--- config.mk ---
export PLATFORM = sky130hd
export DESIGN_NAME = urxe_top
export DESIGN_NICKNAME = d
export VERILOG_FILES = /design/src/urxe_pkg.sv /design/src/urxe_fifo_if.sv /design/src/urxe_fifo.sv /design/src/urxe_top.sv
export SDC_FILE = /design/constraint.sdc
export NUM_CORES = 1
export LEC_CHECK = 0
export BUFFER_PORTS_ARGS = -buffer_cell sky130_fd_sc_hd__buf_2
export CAP_MARGIN = 20
export CORE_UTILIZATION = 30
export CTS_BUF_LIST = sky130_fd_sc_hd__clkbuf_16
export CTS_CLUSTER_DIAMETER = 200
export DETAILED_ROUTE_END_ITERATION = 7
export SETUP_SLACK_MARGIN = 0.2
export SKIP_LAST_GASP = 1
export SLEW_MARGIN = 20
export SYNTH_ARGS = -nofsm -noshare
export SYNTH_HDL_FRONTEND = slang
export SYNTH_SLANG_ARGS = --single-unit
--- constraint.sdc ---
create_clock -name mclk -period 2.6 [get_ports mclk]
set_input_delay 0.78 -clock mclk [delete_from_list [all_inputs] [get_ports mclk]]
set_output_delay 0.78 -clock mclk [all_outputs]
set_load 0.05 [all_outputs]
--- src/urxe_pkg.sv ---
// shared constants of the receive status block
package urxe_pkg;
  // apb register byte addresses
  localparam logic [3:0] URXE_OFS_CTRL = 4'h0;
  localparam logic [3:0] URXE_OFS_STAT = 4'h4;
  localparam logic [3:0] URXE_OFS_DATA = 4'h8;
  localparam logic [3:0] URXE_OFS_BAUD = 4'hc;
  // control field positions
  localparam int URXE_CTL_SERIAL_PORT_ENABLE  = 0;
  localparam int URXE_CTL_CONTINUOUS_RECEIVE_ENABLE  = 1;
  localparam int URXE_CTL_RX9   = 2;
  localparam int URXE_CTL_ADDRESS_DETECT_ENABLE = 3;
  // status field positions
  localparam int URXE_ST_FRAMING_ERROR_FLAG  = 0;
  localparam int URXE_ST_OVERRUN_ERROR_FLAG  = 1;
  localparam int URXE_ST_RECEIVED_NINTH_BIT  = 2;
  localparam int URXE_ST_RECEIVE_INTERRUPT_FLAG  = 3;
  localparam int URXE_ST_BUSY  = 4;
  // fifo entry layout: {framing_error_flag, ninth bit, data}
  localparam int URXE_ENT_W    = 10;
  localparam int URXE_ENT_FRAMING_ERROR_FLAG = 9;
  localparam int URXE_ENT_B9   = 8;
  // reset values
  localparam logic [3:0]  URXE_CTRL_RST = 4'h0;
  localparam logic [15:0] URXE_BAUD_RST = 16'h0000;
  // oversampling: sixteen ticks a bit, start checked at mid bit
  localparam logic [3:0] URXE_OS_LAST = 4'hf;
  localparam logic [3:0] URXE_OS_MID  = 4'h7;
  localparam logic [3:0] URXE_BITS8   = 4'h7;
  localparam logic [3:0] URXE_BITS9   = 4'h8;
  // fifo depth
  localparam logic [1:0] URXE_FIFO_FULL = 2'h2;
  typedef enum logic [3:0] {
    URXE_IDLE  = 4'b0001,
    URXE_START = 4'b0010,
    URXE_DATA  = 4'b0100,
    URXE_STOP  = 4'b1000
  } urxe_state_e;
endpackage

--- src/urxe_fifo_if.sv ---
// connection between receiver and its two-entry fifo
`timescale 1ns/1ps
`default_nettype none
interface urxe_fifo_if;
  import urxe_pkg::*;
  logic                  push;
  logic [URXE_ENT_W-1:0] wdata;
  logic                  pop;
  logic                  flush;
  logic [URXE_ENT_W-1:0] head;
  logic [1:0]            count;
  modport ctl (output push, wdata, pop, flush, input head, count);
  modport mem (input push, wdata, pop, flush, output head, count);
endinterface
`default_nettype wire

--- src/urxe_fifo.sv ---
// two-entry shifting receive fifo, head comes from a register
`timescale 1ns/1ps
`default_nettype none
module urxe_fifo (
  // clock and reset
  input wire logic mclk,
  input wire logic rst_n,
  // fifo port
  urxe_fifo_if.mem f
);
  import urxe_pkg::*;
  logic [URXE_ENT_W-1:0] e1_q;
  logic [1:0]            cnt_q;
  logic                  do_pop;
  logic                  do_push;

  assign do_pop  = f.pop && cnt_q != 2'h0;
  assign do_push = f.push && (cnt_q != URXE_FIFO_FULL || do_pop);
  assign f.count = cnt_q;

  always_ff @(posedge mclk or negedge rst_n) begin
    if (!rst_n) begin
      cnt_q  <= 2'h0;
      f.head <= '0;
      e1_q   <= '0;
    end else if (f.flush) begin
      cnt_q <= 2'h0;
    end else begin
      cnt_q <= cnt_q + 2'(do_push) - 2'(do_pop);
      // head moves up on a pop; a push lands in the first free slot
      if (do_pop) begin
        f.head <= (cnt_q == URXE_FIFO_FULL) ? e1_q : f.wdata;
        if (do_push && cnt_q == URXE_FIFO_FULL) begin
          e1_q <= f.wdata;
        end
      end else if (do_push) begin
        if (cnt_q == 2'h0) begin
          f.head <= f.wdata;
        end else begin
          e1_q <= f.wdata;
        end
      end
    end
  end
endmodule
`default_nettype wire

--- src/urxe_top.sv ---
// receive framing, overrun, nine-bit and address filter with apb slave
//
// The APB interface to the registers and the placing of the registers are this design's own decisions.
`timescale 1ns/1ps
`default_nettype none
// Operation
// - Each fifo entry keeps its own framing status and the flag shows the oldest one.
// - A framing error is recorded when the stop bit sample is low.
// - The framing flag is read-only and a data read advances to the next entry.
// - A character with a framing error does not block further reception.
// - Clearing the port enable resets the port and clears the framing flag.
// - Clearing the continuous receive enable leaves the framing flag alone.
// - A framing error alone raises no interrupt.
// - If every held character has a framing error the flag stays set across reads.
// - The fifo holds two characters and a third one completed while full sets overrun.
// - During overrun held characters stay readable and no new ones are taken.
// - Overrun is cleared only by clearing receive enable or port enable.
// - In nine-bit mode nine data bits are shifted in per character.
// - The ninth bit of the oldest character is shown until its low byte is read.
// - Address detection has an enable bit and works only with nine-bit mode.
// - With address detection only ninth-bit-set characters enter the fifo.
module urxe_top (
  // clock and reset
  input  wire logic        mclk,
  input  wire logic        rst_n,
  // apb slave
  input  wire logic        psel,
  input  wire logic        penable,
  input  wire logic        pwrite,
  input  wire logic [3:0]  paddr,
  input  wire logic [31:0] pwdata,
  output logic      [31:0] prdata,
  output logic             pready,
  output logic             pslverr,
  // serial line and flag
  input  wire logic        rx_in,
  output logic             rx_irq
);
  import urxe_pkg::*;

  ////////////////////////////////////////////////////////////////////////////
  urxe_fifo_if fi ();
  urxe_fifo u_fifo (
    .mclk  (mclk),
    .rst_n (rst_n),
    .f     (fi.mem)
  );

  logic [3:0]   ctrl_q;
  logic [15:0]  baud_q;
  logic         overrun_error_flag_q;
  logic         rx_s1_q;
  logic         rx_s2_q;
  logic [15:0]  bcnt_q;
  logic         os_tick;
  urxe_state_e  st_q;
  logic [3:0]   tcnt_q;
  logic [3:0]   nbit_q;
  logic [8:0]   sh_q;
  logic         done_q;
  logic         bad_q;
  logic         serial_port_enable;
  logic         continuous_receive_enable;
  logic         rx9;
  logic         address_detect_enable;
  logic         acc;
  logic         wr_fire;
  logic         rd_fire;
  logic         pop_pend_q;
  logic         filt_ok;
  logic [URXE_ENT_W-1:0] char_w;
  logic         framing_error_flag_flag;
  logic         received_ninth_bit_flag;

  assign serial_port_enable  = ctrl_q[URXE_CTL_SERIAL_PORT_ENABLE];
  assign continuous_receive_enable  = ctrl_q[URXE_CTL_CONTINUOUS_RECEIVE_ENABLE];
  assign rx9   = ctrl_q[URXE_CTL_RX9];
  assign address_detect_enable = ctrl_q[URXE_CTL_ADDRESS_DETECT_ENABLE] && rx9;

  function automatic logic hit(input logic [3:0] a, input logic [3:0] o);
    return a == o;
  endfunction

  ////////////////////////////////////////////////////////////////////////////
  // apb: one wait state so read data leave a flop
  assign acc     = psel && penable;
  assign wr_fire = acc && pready && pwrite;
  assign rd_fire = acc && pready && !pwrite;

  assign framing_error_flag_flag = fi.head[URXE_ENT_FRAMING_ERROR_FLAG] && fi.count != 2'h0;
  assign received_ninth_bit_flag = fi.head[URXE_ENT_B9] && fi.count != 2'h0;

  always_ff @(posedge mclk or negedge rst_n) begin
    if (!rst_n) begin
      pready     <= 1'b0;
      pslverr    <= 1'b0;
      prdata     <= 32'h0;
      pop_pend_q <= 1'b0;
    end else if (acc && !pready) begin
      pready  <= 1'b1;
      pslverr <= !(hit(paddr, URXE_OFS_CTRL) || hit(paddr, URXE_OFS_STAT) ||
                   hit(paddr, URXE_OFS_DATA) || hit(paddr, URXE_OFS_BAUD));
      prdata  <= 32'h0;
      pop_pend_q <= !pwrite && hit(paddr, URXE_OFS_DATA) &&
                    fi.count != 2'h0;
      if (!pwrite) begin
        if (hit(paddr, URXE_OFS_CTRL)) begin
          prdata <= {28'h0, ctrl_q};
        end else if (hit(paddr, URXE_OFS_STAT)) begin
          prdata <= {27'h0, st_q != URXE_IDLE, fi.count != 2'h0,
                     received_ninth_bit_flag, overrun_error_flag_q, framing_error_flag_flag};
        end else if (hit(paddr, URXE_OFS_DATA)) begin
          prdata <= {24'h0, fi.head[7:0]};
        end else if (hit(paddr, URXE_OFS_BAUD)) begin
          prdata <= {16'h0, baud_q};
        end
      end
    end else begin
      pready     <= 1'b0;
      pslverr    <= 1'b0;
      pop_pend_q <= 1'b0;
    end
  end

  // data read pops only when a character was there at capture time
  assign fi.pop = rd_fire && pop_pend_q;

  always_ff @(posedge mclk or negedge rst_n) begin
    if (!rst_n) begin
      ctrl_q <= URXE_CTRL_RST;
      baud_q <= URXE_BAUD_RST;
    end else if (wr_fire && !pslverr) begin
      if (hit(paddr, URXE_OFS_CTRL)) begin
        ctrl_q <= pwdata[3:0];
      end
      if (hit(paddr, URXE_OFS_BAUD)) begin
        baud_q <= pwdata[15:0];
      end
    end
  end

  ////////////////////////////////////////////////////////////////////////////
  // line synchroniser and oversample divider
  always_ff @(posedge mclk or negedge rst_n) begin
    if (!rst_n) begin
      rx_s1_q <= 1'b1;
      rx_s2_q <= 1'b1;
    end else begin
      rx_s1_q <= rx_in;
      rx_s2_q <= rx_s1_q;
    end
  end

  assign os_tick = serial_port_enable && bcnt_q == 16'h0;

  always_ff @(posedge mclk or negedge rst_n) begin
    if (!rst_n) begin
      bcnt_q <= 16'h0;
    end else if (!serial_port_enable || bcnt_q == 16'h0) begin
      bcnt_q <= baud_q;
    end else begin
      bcnt_q <= bcnt_q - 16'h1;
    end
  end

  ////////////////////////////////////////////////////////////////////////////
  // receive shifter; runs only while port and receive are enabled
  always_ff @(posedge mclk or negedge rst_n) begin
    if (!rst_n) begin
      st_q   <= URXE_IDLE;
      tcnt_q <= 4'h0;
      nbit_q <= 4'h0;
      sh_q   <= 9'h0;
      done_q <= 1'b0;
      bad_q  <= 1'b0;
    end else begin
      done_q <= 1'b0;
      if (!serial_port_enable || !continuous_receive_enable) begin
        st_q <= URXE_IDLE;
      end else begin
        unique case (st_q)
          URXE_IDLE: begin
            tcnt_q <= 4'h0;
            if (!rx_s2_q) begin
              st_q <= URXE_START;
            end
          end
          URXE_START: begin
            if (os_tick) begin
              tcnt_q <= tcnt_q + 4'h1;
              if (tcnt_q == URXE_OS_MID) begin
                tcnt_q <= 4'h0;
                nbit_q <= 4'h0;
                // glitch filter: start must still be low at mid bit
                st_q   <= rx_s2_q ? URXE_IDLE : URXE_DATA;
              end
            end
          end
          URXE_DATA: begin
            if (os_tick) begin
              tcnt_q <= tcnt_q + 4'h1;
              if (tcnt_q == URXE_OS_LAST) begin
                sh_q   <= {rx_s2_q, sh_q[8:1]};
                nbit_q <= nbit_q + 4'h1;
                if (nbit_q == (rx9 ? URXE_BITS9 : URXE_BITS8)) begin
                  st_q <= URXE_STOP;
                end
              end
            end
          end
          URXE_STOP: begin
            if (os_tick) begin
              tcnt_q <= tcnt_q + 4'h1;
              if (tcnt_q == URXE_OS_LAST) begin
                done_q <= 1'b1;
                bad_q  <= !rx_s2_q;
                st_q   <= URXE_IDLE;
              end
            end
          end
        endcase
      end
    end
  end

  ////////////////////////////////////////////////////////////////////////////
  // delivery into the fifo, address filter and overrun
  assign char_w  = rx9 ? {bad_q, sh_q} : {bad_q, 1'b0, sh_q[8:1]};
  assign filt_ok = !address_detect_enable || char_w[URXE_ENT_B9];
  // framing status is stored, never a reason to refuse
  assign fi.wdata = char_w;
  // a pop in the same cycle frees a slot, so a full fifo still takes it
  assign fi.push  = done_q && serial_port_enable && continuous_receive_enable && !overrun_error_flag_q && filt_ok &&
                    (fi.count != URXE_FIFO_FULL || fi.pop);
  // continuous_receive_enable stops the shifter and clears overrun; the fifo and its flags stay
  assign fi.flush = !serial_port_enable;

  always_ff @(posedge mclk or negedge rst_n) begin
    if (!rst_n) begin
      overrun_error_flag_q <= 1'b0;
    end else if (!serial_port_enable || !continuous_receive_enable) begin
      overrun_error_flag_q <= 1'b0;
    end else if (done_q && filt_ok && fi.count == URXE_FIFO_FULL &&
                 !fi.pop) begin
      overrun_error_flag_q <= 1'b1;
    end
  end

  // flag lags the fifo count by one cycle; framing plays no part
  always_ff @(posedge mclk or negedge rst_n) begin
    if (!rst_n) begin
      rx_irq <= 1'b0;
    end else begin
      rx_irq <= fi.count != 2'h0;
    end
  end

  ////////////////////////////////////////////////////////////////////////////
  chk_irq_tracks_fifo: assert property (@(posedge mclk) disable iff (!rst_n)
    (fi.count != 2'h0) |=> rx_irq)
    else $error("receive flag low while fifo holds data");

  chk_irq_when_empty: assert property (@(posedge mclk) disable iff (!rst_n)
    (fi.count == 2'h0) |=> !rx_irq)
    else $error("receive flag high with empty fifo");

  chk_overrun_sets: assert property (@(posedge mclk) disable iff (!rst_n)
    (done_q && serial_port_enable && continuous_receive_enable && filt_ok && fi.count == URXE_FIFO_FULL &&
     !fi.pop) |=> overrun_error_flag_q)
    else $error("third character while full did not set overrun");

  chk_overrun_holds: assert property (@(posedge mclk) disable iff (!rst_n)
    (overrun_error_flag_q && serial_port_enable && continuous_receive_enable) |=> overrun_error_flag_q)
    else $error("overrun cleared while enables stayed set");

  chk_no_push_overrun_error_flag: assert property (@(posedge mclk) disable iff (!rst_n)
    overrun_error_flag_q |-> !fi.push)
    else $error("character accepted during overrun");

  chk_addr_filter: assert property (@(posedge mclk) disable iff (!rst_n)
    (fi.push && ctrl_q[URXE_CTL_ADDRESS_DETECT_ENABLE] && rx9) |-> fi.wdata[URXE_ENT_B9])
    else $error("address mode passed a ninth-bit-clear character");

  chk_serial_port_enable_reset: assert property (@(posedge mclk) disable iff (!rst_n)
    !serial_port_enable |=> (fi.count == 2'h0 && !overrun_error_flag_q && !framing_error_flag_flag))
    else $error("port disable did not reset fifo and flags");

  chk_continuous_receive_enable_keeps: assert property (@(posedge mclk) disable iff (!rst_n)
    (serial_port_enable && !continuous_receive_enable && !fi.pop) |=> $stable(framing_error_flag_flag))
    else $error("framing flag changed by receive disable");

  chk_pop_advance: assert property (@(posedge mclk) disable iff (!rst_n)
    (fi.pop && !fi.push && fi.count == URXE_FIFO_FULL && serial_port_enable) |=>
      fi.count == 2'h1)
    else $error("data read did not advance the fifo");

  chk_eight_bit: assert property (@(posedge mclk) disable iff (!rst_n)
    (fi.push && !rx9) |-> !fi.wdata[URXE_ENT_B9])
    else $error("ninth bit set in eight-bit mode");
endmodule
`default_nettype wire

==> results.yml <==
cells_and_area:
  antennaDiodeCount: 0
  drive_gt1_frac: 0.244
  fin_area_um2: 5940
  fillers: 1650
  final_nets: 575
  syn_to_final_growth_pct: 16.3
synth:
  synth-main-ff-cell: "dfrtp_1"
  synthCells: 477
  syn_area_um2: 5110
  ys_seq_elements: 104
  ys_seq_area_frac: 0.510
  yosysTopAreaCell: "dfrtp_1"
  synth_area_leaders: "dfrtp_1 (49%), mux2_2 (8.6%), o21ai_0 (3.5%)"
  async_flop_share: 1.00
  synth_top_area_frac: 0.494
  synth_cell_type_count: 57
  synth.avg_cell_area_um2: 10.7
  ys_warn_count: 0
  synth-edff-count: 0
worst_hold_path:
  holdPathEnd: "rx_s2_q$_DFF_PN1_"
  min_from: "rx_s1_q$_DFF_PN1_"
  hold_class: "reg -> reg"
  whs_path_depth: 0
die:
  dieArea_um2: 17600
  initial_utilization: 0.308
  pin_count: 77
  die_y_um: 133
  coreArea_um2: 16600
  dieWidth_um: 133
  num_rows: 47
sta:
  slew_violations: 0
  fin_worst_skew_ps: 7.17
  final.setup.tns_ps: 0
  fmax_mhz: 483
  worst_pin_slew_ps: 674
  holdWs_ps: 358
  finalHoldViolCount: 0
  rsz0062_at_grt: "no"
  relSlewSlack: 0.551
  final.period_utilization: 0.797
  period_needed_ps: 2070
  setup_violations: 0
power_and_ir_drop:
  p_clk_frac: 0.398
  power_frac_seq: 0.469
  ir_drop_mv: 0.307
  powerDensity_nw_per_um2: 606
  p_leak_nw: 2.89
  switchingPower_mw: 0.940
  power.internal_mw: 2.66
  sw_frac_of_total: 0.261
  p_comb_frac: 0.133
setup_path:
  critPathRequiredTime_ps: 2870
  crit_chain: "inv_1, ha_1, nor4b_2, nand2_1, nor4_2, and3_1, mux2i_1"
  cp-end-kind: "flop"
  start_kind: "flop"
  worstReg2RegStart: "bcnt_q[0]$_DFF_PN0_"
  cp_slowest_cell: "dfrtp_1"
  cp.arrival_ps: 2340
  rr_endpoint: "bad_q$_DFFE_PN0P_"
  rrSetupSlack_ps: 530
  reg2reg_depth: 7
  path_max_fanout: 4
  critical_path_class: "reg -> reg"
  slowest_delay_ps: 390
run_status:
  outcome: "finished, final reports clean"
clock_network:
  ctsHtreeMaxLevel: 3
  cts_tree: "built"
  clock-sinks: 104
  post_cts_buffers: 0
  clk_pin_slew_ps: 70
  cts_max_path_buffers: 2
  insertion_delay_ps: 350
  cts_root_buffer: "clkbuf_16"
  cts_buffers: 9
drt:
  dr_total_vias: 3679
  drtPass1Iterations: 4
  wl_um: 11200
  drcViolationCount: 0
  ant_nets: 0
  wl_per_cell_um: 14.9
  drt_iter0_drc: 216
  viasPerCell: 4.89
global_routing:
  grt_util_all_layers: 0.136
  antenna_found_initial: 0
  grt.overflow.total: 0
  grt_pass1_wl_um: 19000
  grt_pass1_vias: 3694
  grt_max_degree: 49
placed_design:
  io_buffers: 44
  place_area_um2: 5620
  place_congestion: 0.798
  hpwlAfterDp_um: 8380
job:
  max-cap-violations: 0
area by class of cell:
type / count / area, um^2 / share of cell area
Clock buffer: 9 / 225 / 0.0379
Inverter: 8 / 30.0 / 0.00505
Timing Repair Buffer: 62 / 383 / 0.0644
Sequential cell: 104 / 2610 / 0.439
Clock inverter: 7 / 88.8 / 0.0149
Tap cell: 220 / 275 / 0.0463
Multi-Input combinational cell: 343 / 2330 / 0.393
routing by layer:
metal	share of wire	routed length, um	track usage	vias up
met5	0	0	0	-
li1	-	-	-	1784
met3	0.028	320	0.0157	15
met1	0.48	5380	0.184	1788
met2	0.47	5330	0.221	92
met4	0.018	206	0.0549	0
worst max-delay path by stage:
stage               cells after the start  slack, ps           startpoint                            to
finish                                  7        530  bcnt_q[0]$_DFF_PN0_             bad_q$_DFFE_PN0P_
global route                            7        330  bcnt_q[0]$_DFF_PN0_             bad_q$_DFFE_PN0P_
CTS                                     7        260  bcnt_q[0]$_DFF_PN0_             bad_q$_DFFE_PN0P_
detailed placement                      7        250               pwrite  u_fifo.f.head[5]$_DFFE_PN0P_
global placement                        7        280               pwrite  u_fifo.f.head[6]$_DFFE_PN0P_
floorplan                               7        450                 psel   u_fifo.f.count[0]$_DFF_PN0_
state kept, by name (all words and copies together) (netlist names), 9 cells and up:
register and count:
u_fifo.e1_q 10, bcnt_q 16, prdata 16, baud_q 16
u_fifo.f.head 10, sh_q 9
stage by stage:
| stage | instances | utilization | power [mW] | setup slack, ps |
|---|---|---|---|---|
| 6_report | 753 | 0.358 | 3.60 | 529 |
| 2_1_floorplan | 492 | - | 2.06 | 446 |
| 3_3_place_gp | 737 | 0.339 | 2.19 | 276 |
| 5_1_grt | 753 | 0.358 | 3.76 | 332 |
| 3_5_place_dp | 737 | 0.339 | 2.19 | 246 |
| 4_1_cts | 753 | 0.358 | 3.63 | 263 |
placed cells by master (no fill, tap or decap), types with 4 or more instances in the layout:
| master | n |
|---|---|
| conb_1 | 16 |
| nor2b_1 | 4 |
| nor3_1 | 7 |
| buf_2 | 43 |
| and2_1 | 5 |
| nor2_1 | 33 |
| or3_1 | 4 |
| dfrtp_1 | 101 |
| xnor2_1 | 12 |
| nor4_1 | 7 |
| mux2i_1 | 17 |
| a22o_1 | 10 |
| inv_1 | 10 |
| clkbuf_16 | 9 |
| o21ai_0 | 36 |
| mux2_2 | 39 |
| o41ai_1 | 4 |
| nand2_1 | 46 |
| nand3_1 | 13 |
| ha_1 | 5 |
| nand4_1 | 5 |
| buf_4 | 17 |
| a21oi_1 | 27 |
| and3_1 | 6 |
logic make-up after synthesis:
family,after synthesis,synth area share
buffers and inverters,45,0.0487
adder cells (fa/ha/maj),5,0.0122
other,1,0.000734
AND/OR/NAND/NOR,152,0.157
multiplexers,57,0.124
AO/OA/AOI/OAI,99,0.124
XOR/XNOR,14,0.0240
flip-flops,104,0.510
synthesized netlist by cell type (4+ instances only):
master and count:
a21oi_1 27, mux2i_1 17, nand3_1 13, nor4_1 8, nor3_1 7, o41ai_1 4
nand2_1 46, inv_1 8, ha_1 5, and2_1 5, buf_2 10, a22o_1 10
dfrtp_1 101, nand4_1 5, clkbuf_1 10, mux2_2 39, nor2_1 33, xnor2_1 12
and3_1 6, or3_1 4, nor2b_1 4, buf_4 16, o21ai_0 36
worst max-delay path, delay by kind of cell (launching register included):
| kind | cells | cell delay, ps |
|---|---|---|
| DFF | 1 | 390 |
| and+or+nand+nor | 4 | 1110 |
| adders and majority gates | 1 | 190 |
| buffers and inverters | 1 | 120 |
| muxes | 1 | 190 |
power by group through the flow:
stage | combinational (mW) | sequential, mW | clock, mW
after detailed placement | 0.473 | 1.72 | 0
after CTS | 0.476 | 1.69 | 1.47
final | 0.478 | 1.69 | 1.43
after global placement | 0.468 | 1.72 | 0
after floorplan | 0.341 | 1.72 | 0
after global routing | 0.532 | 1.69 | 1.53
timing repair:
item | CTS | global route
gates resized for setup | 0 | 2
hold buffers | 0 | 0
endpoints found under the setup margin | 0 | 15
(Power assumes the default switching activity.)
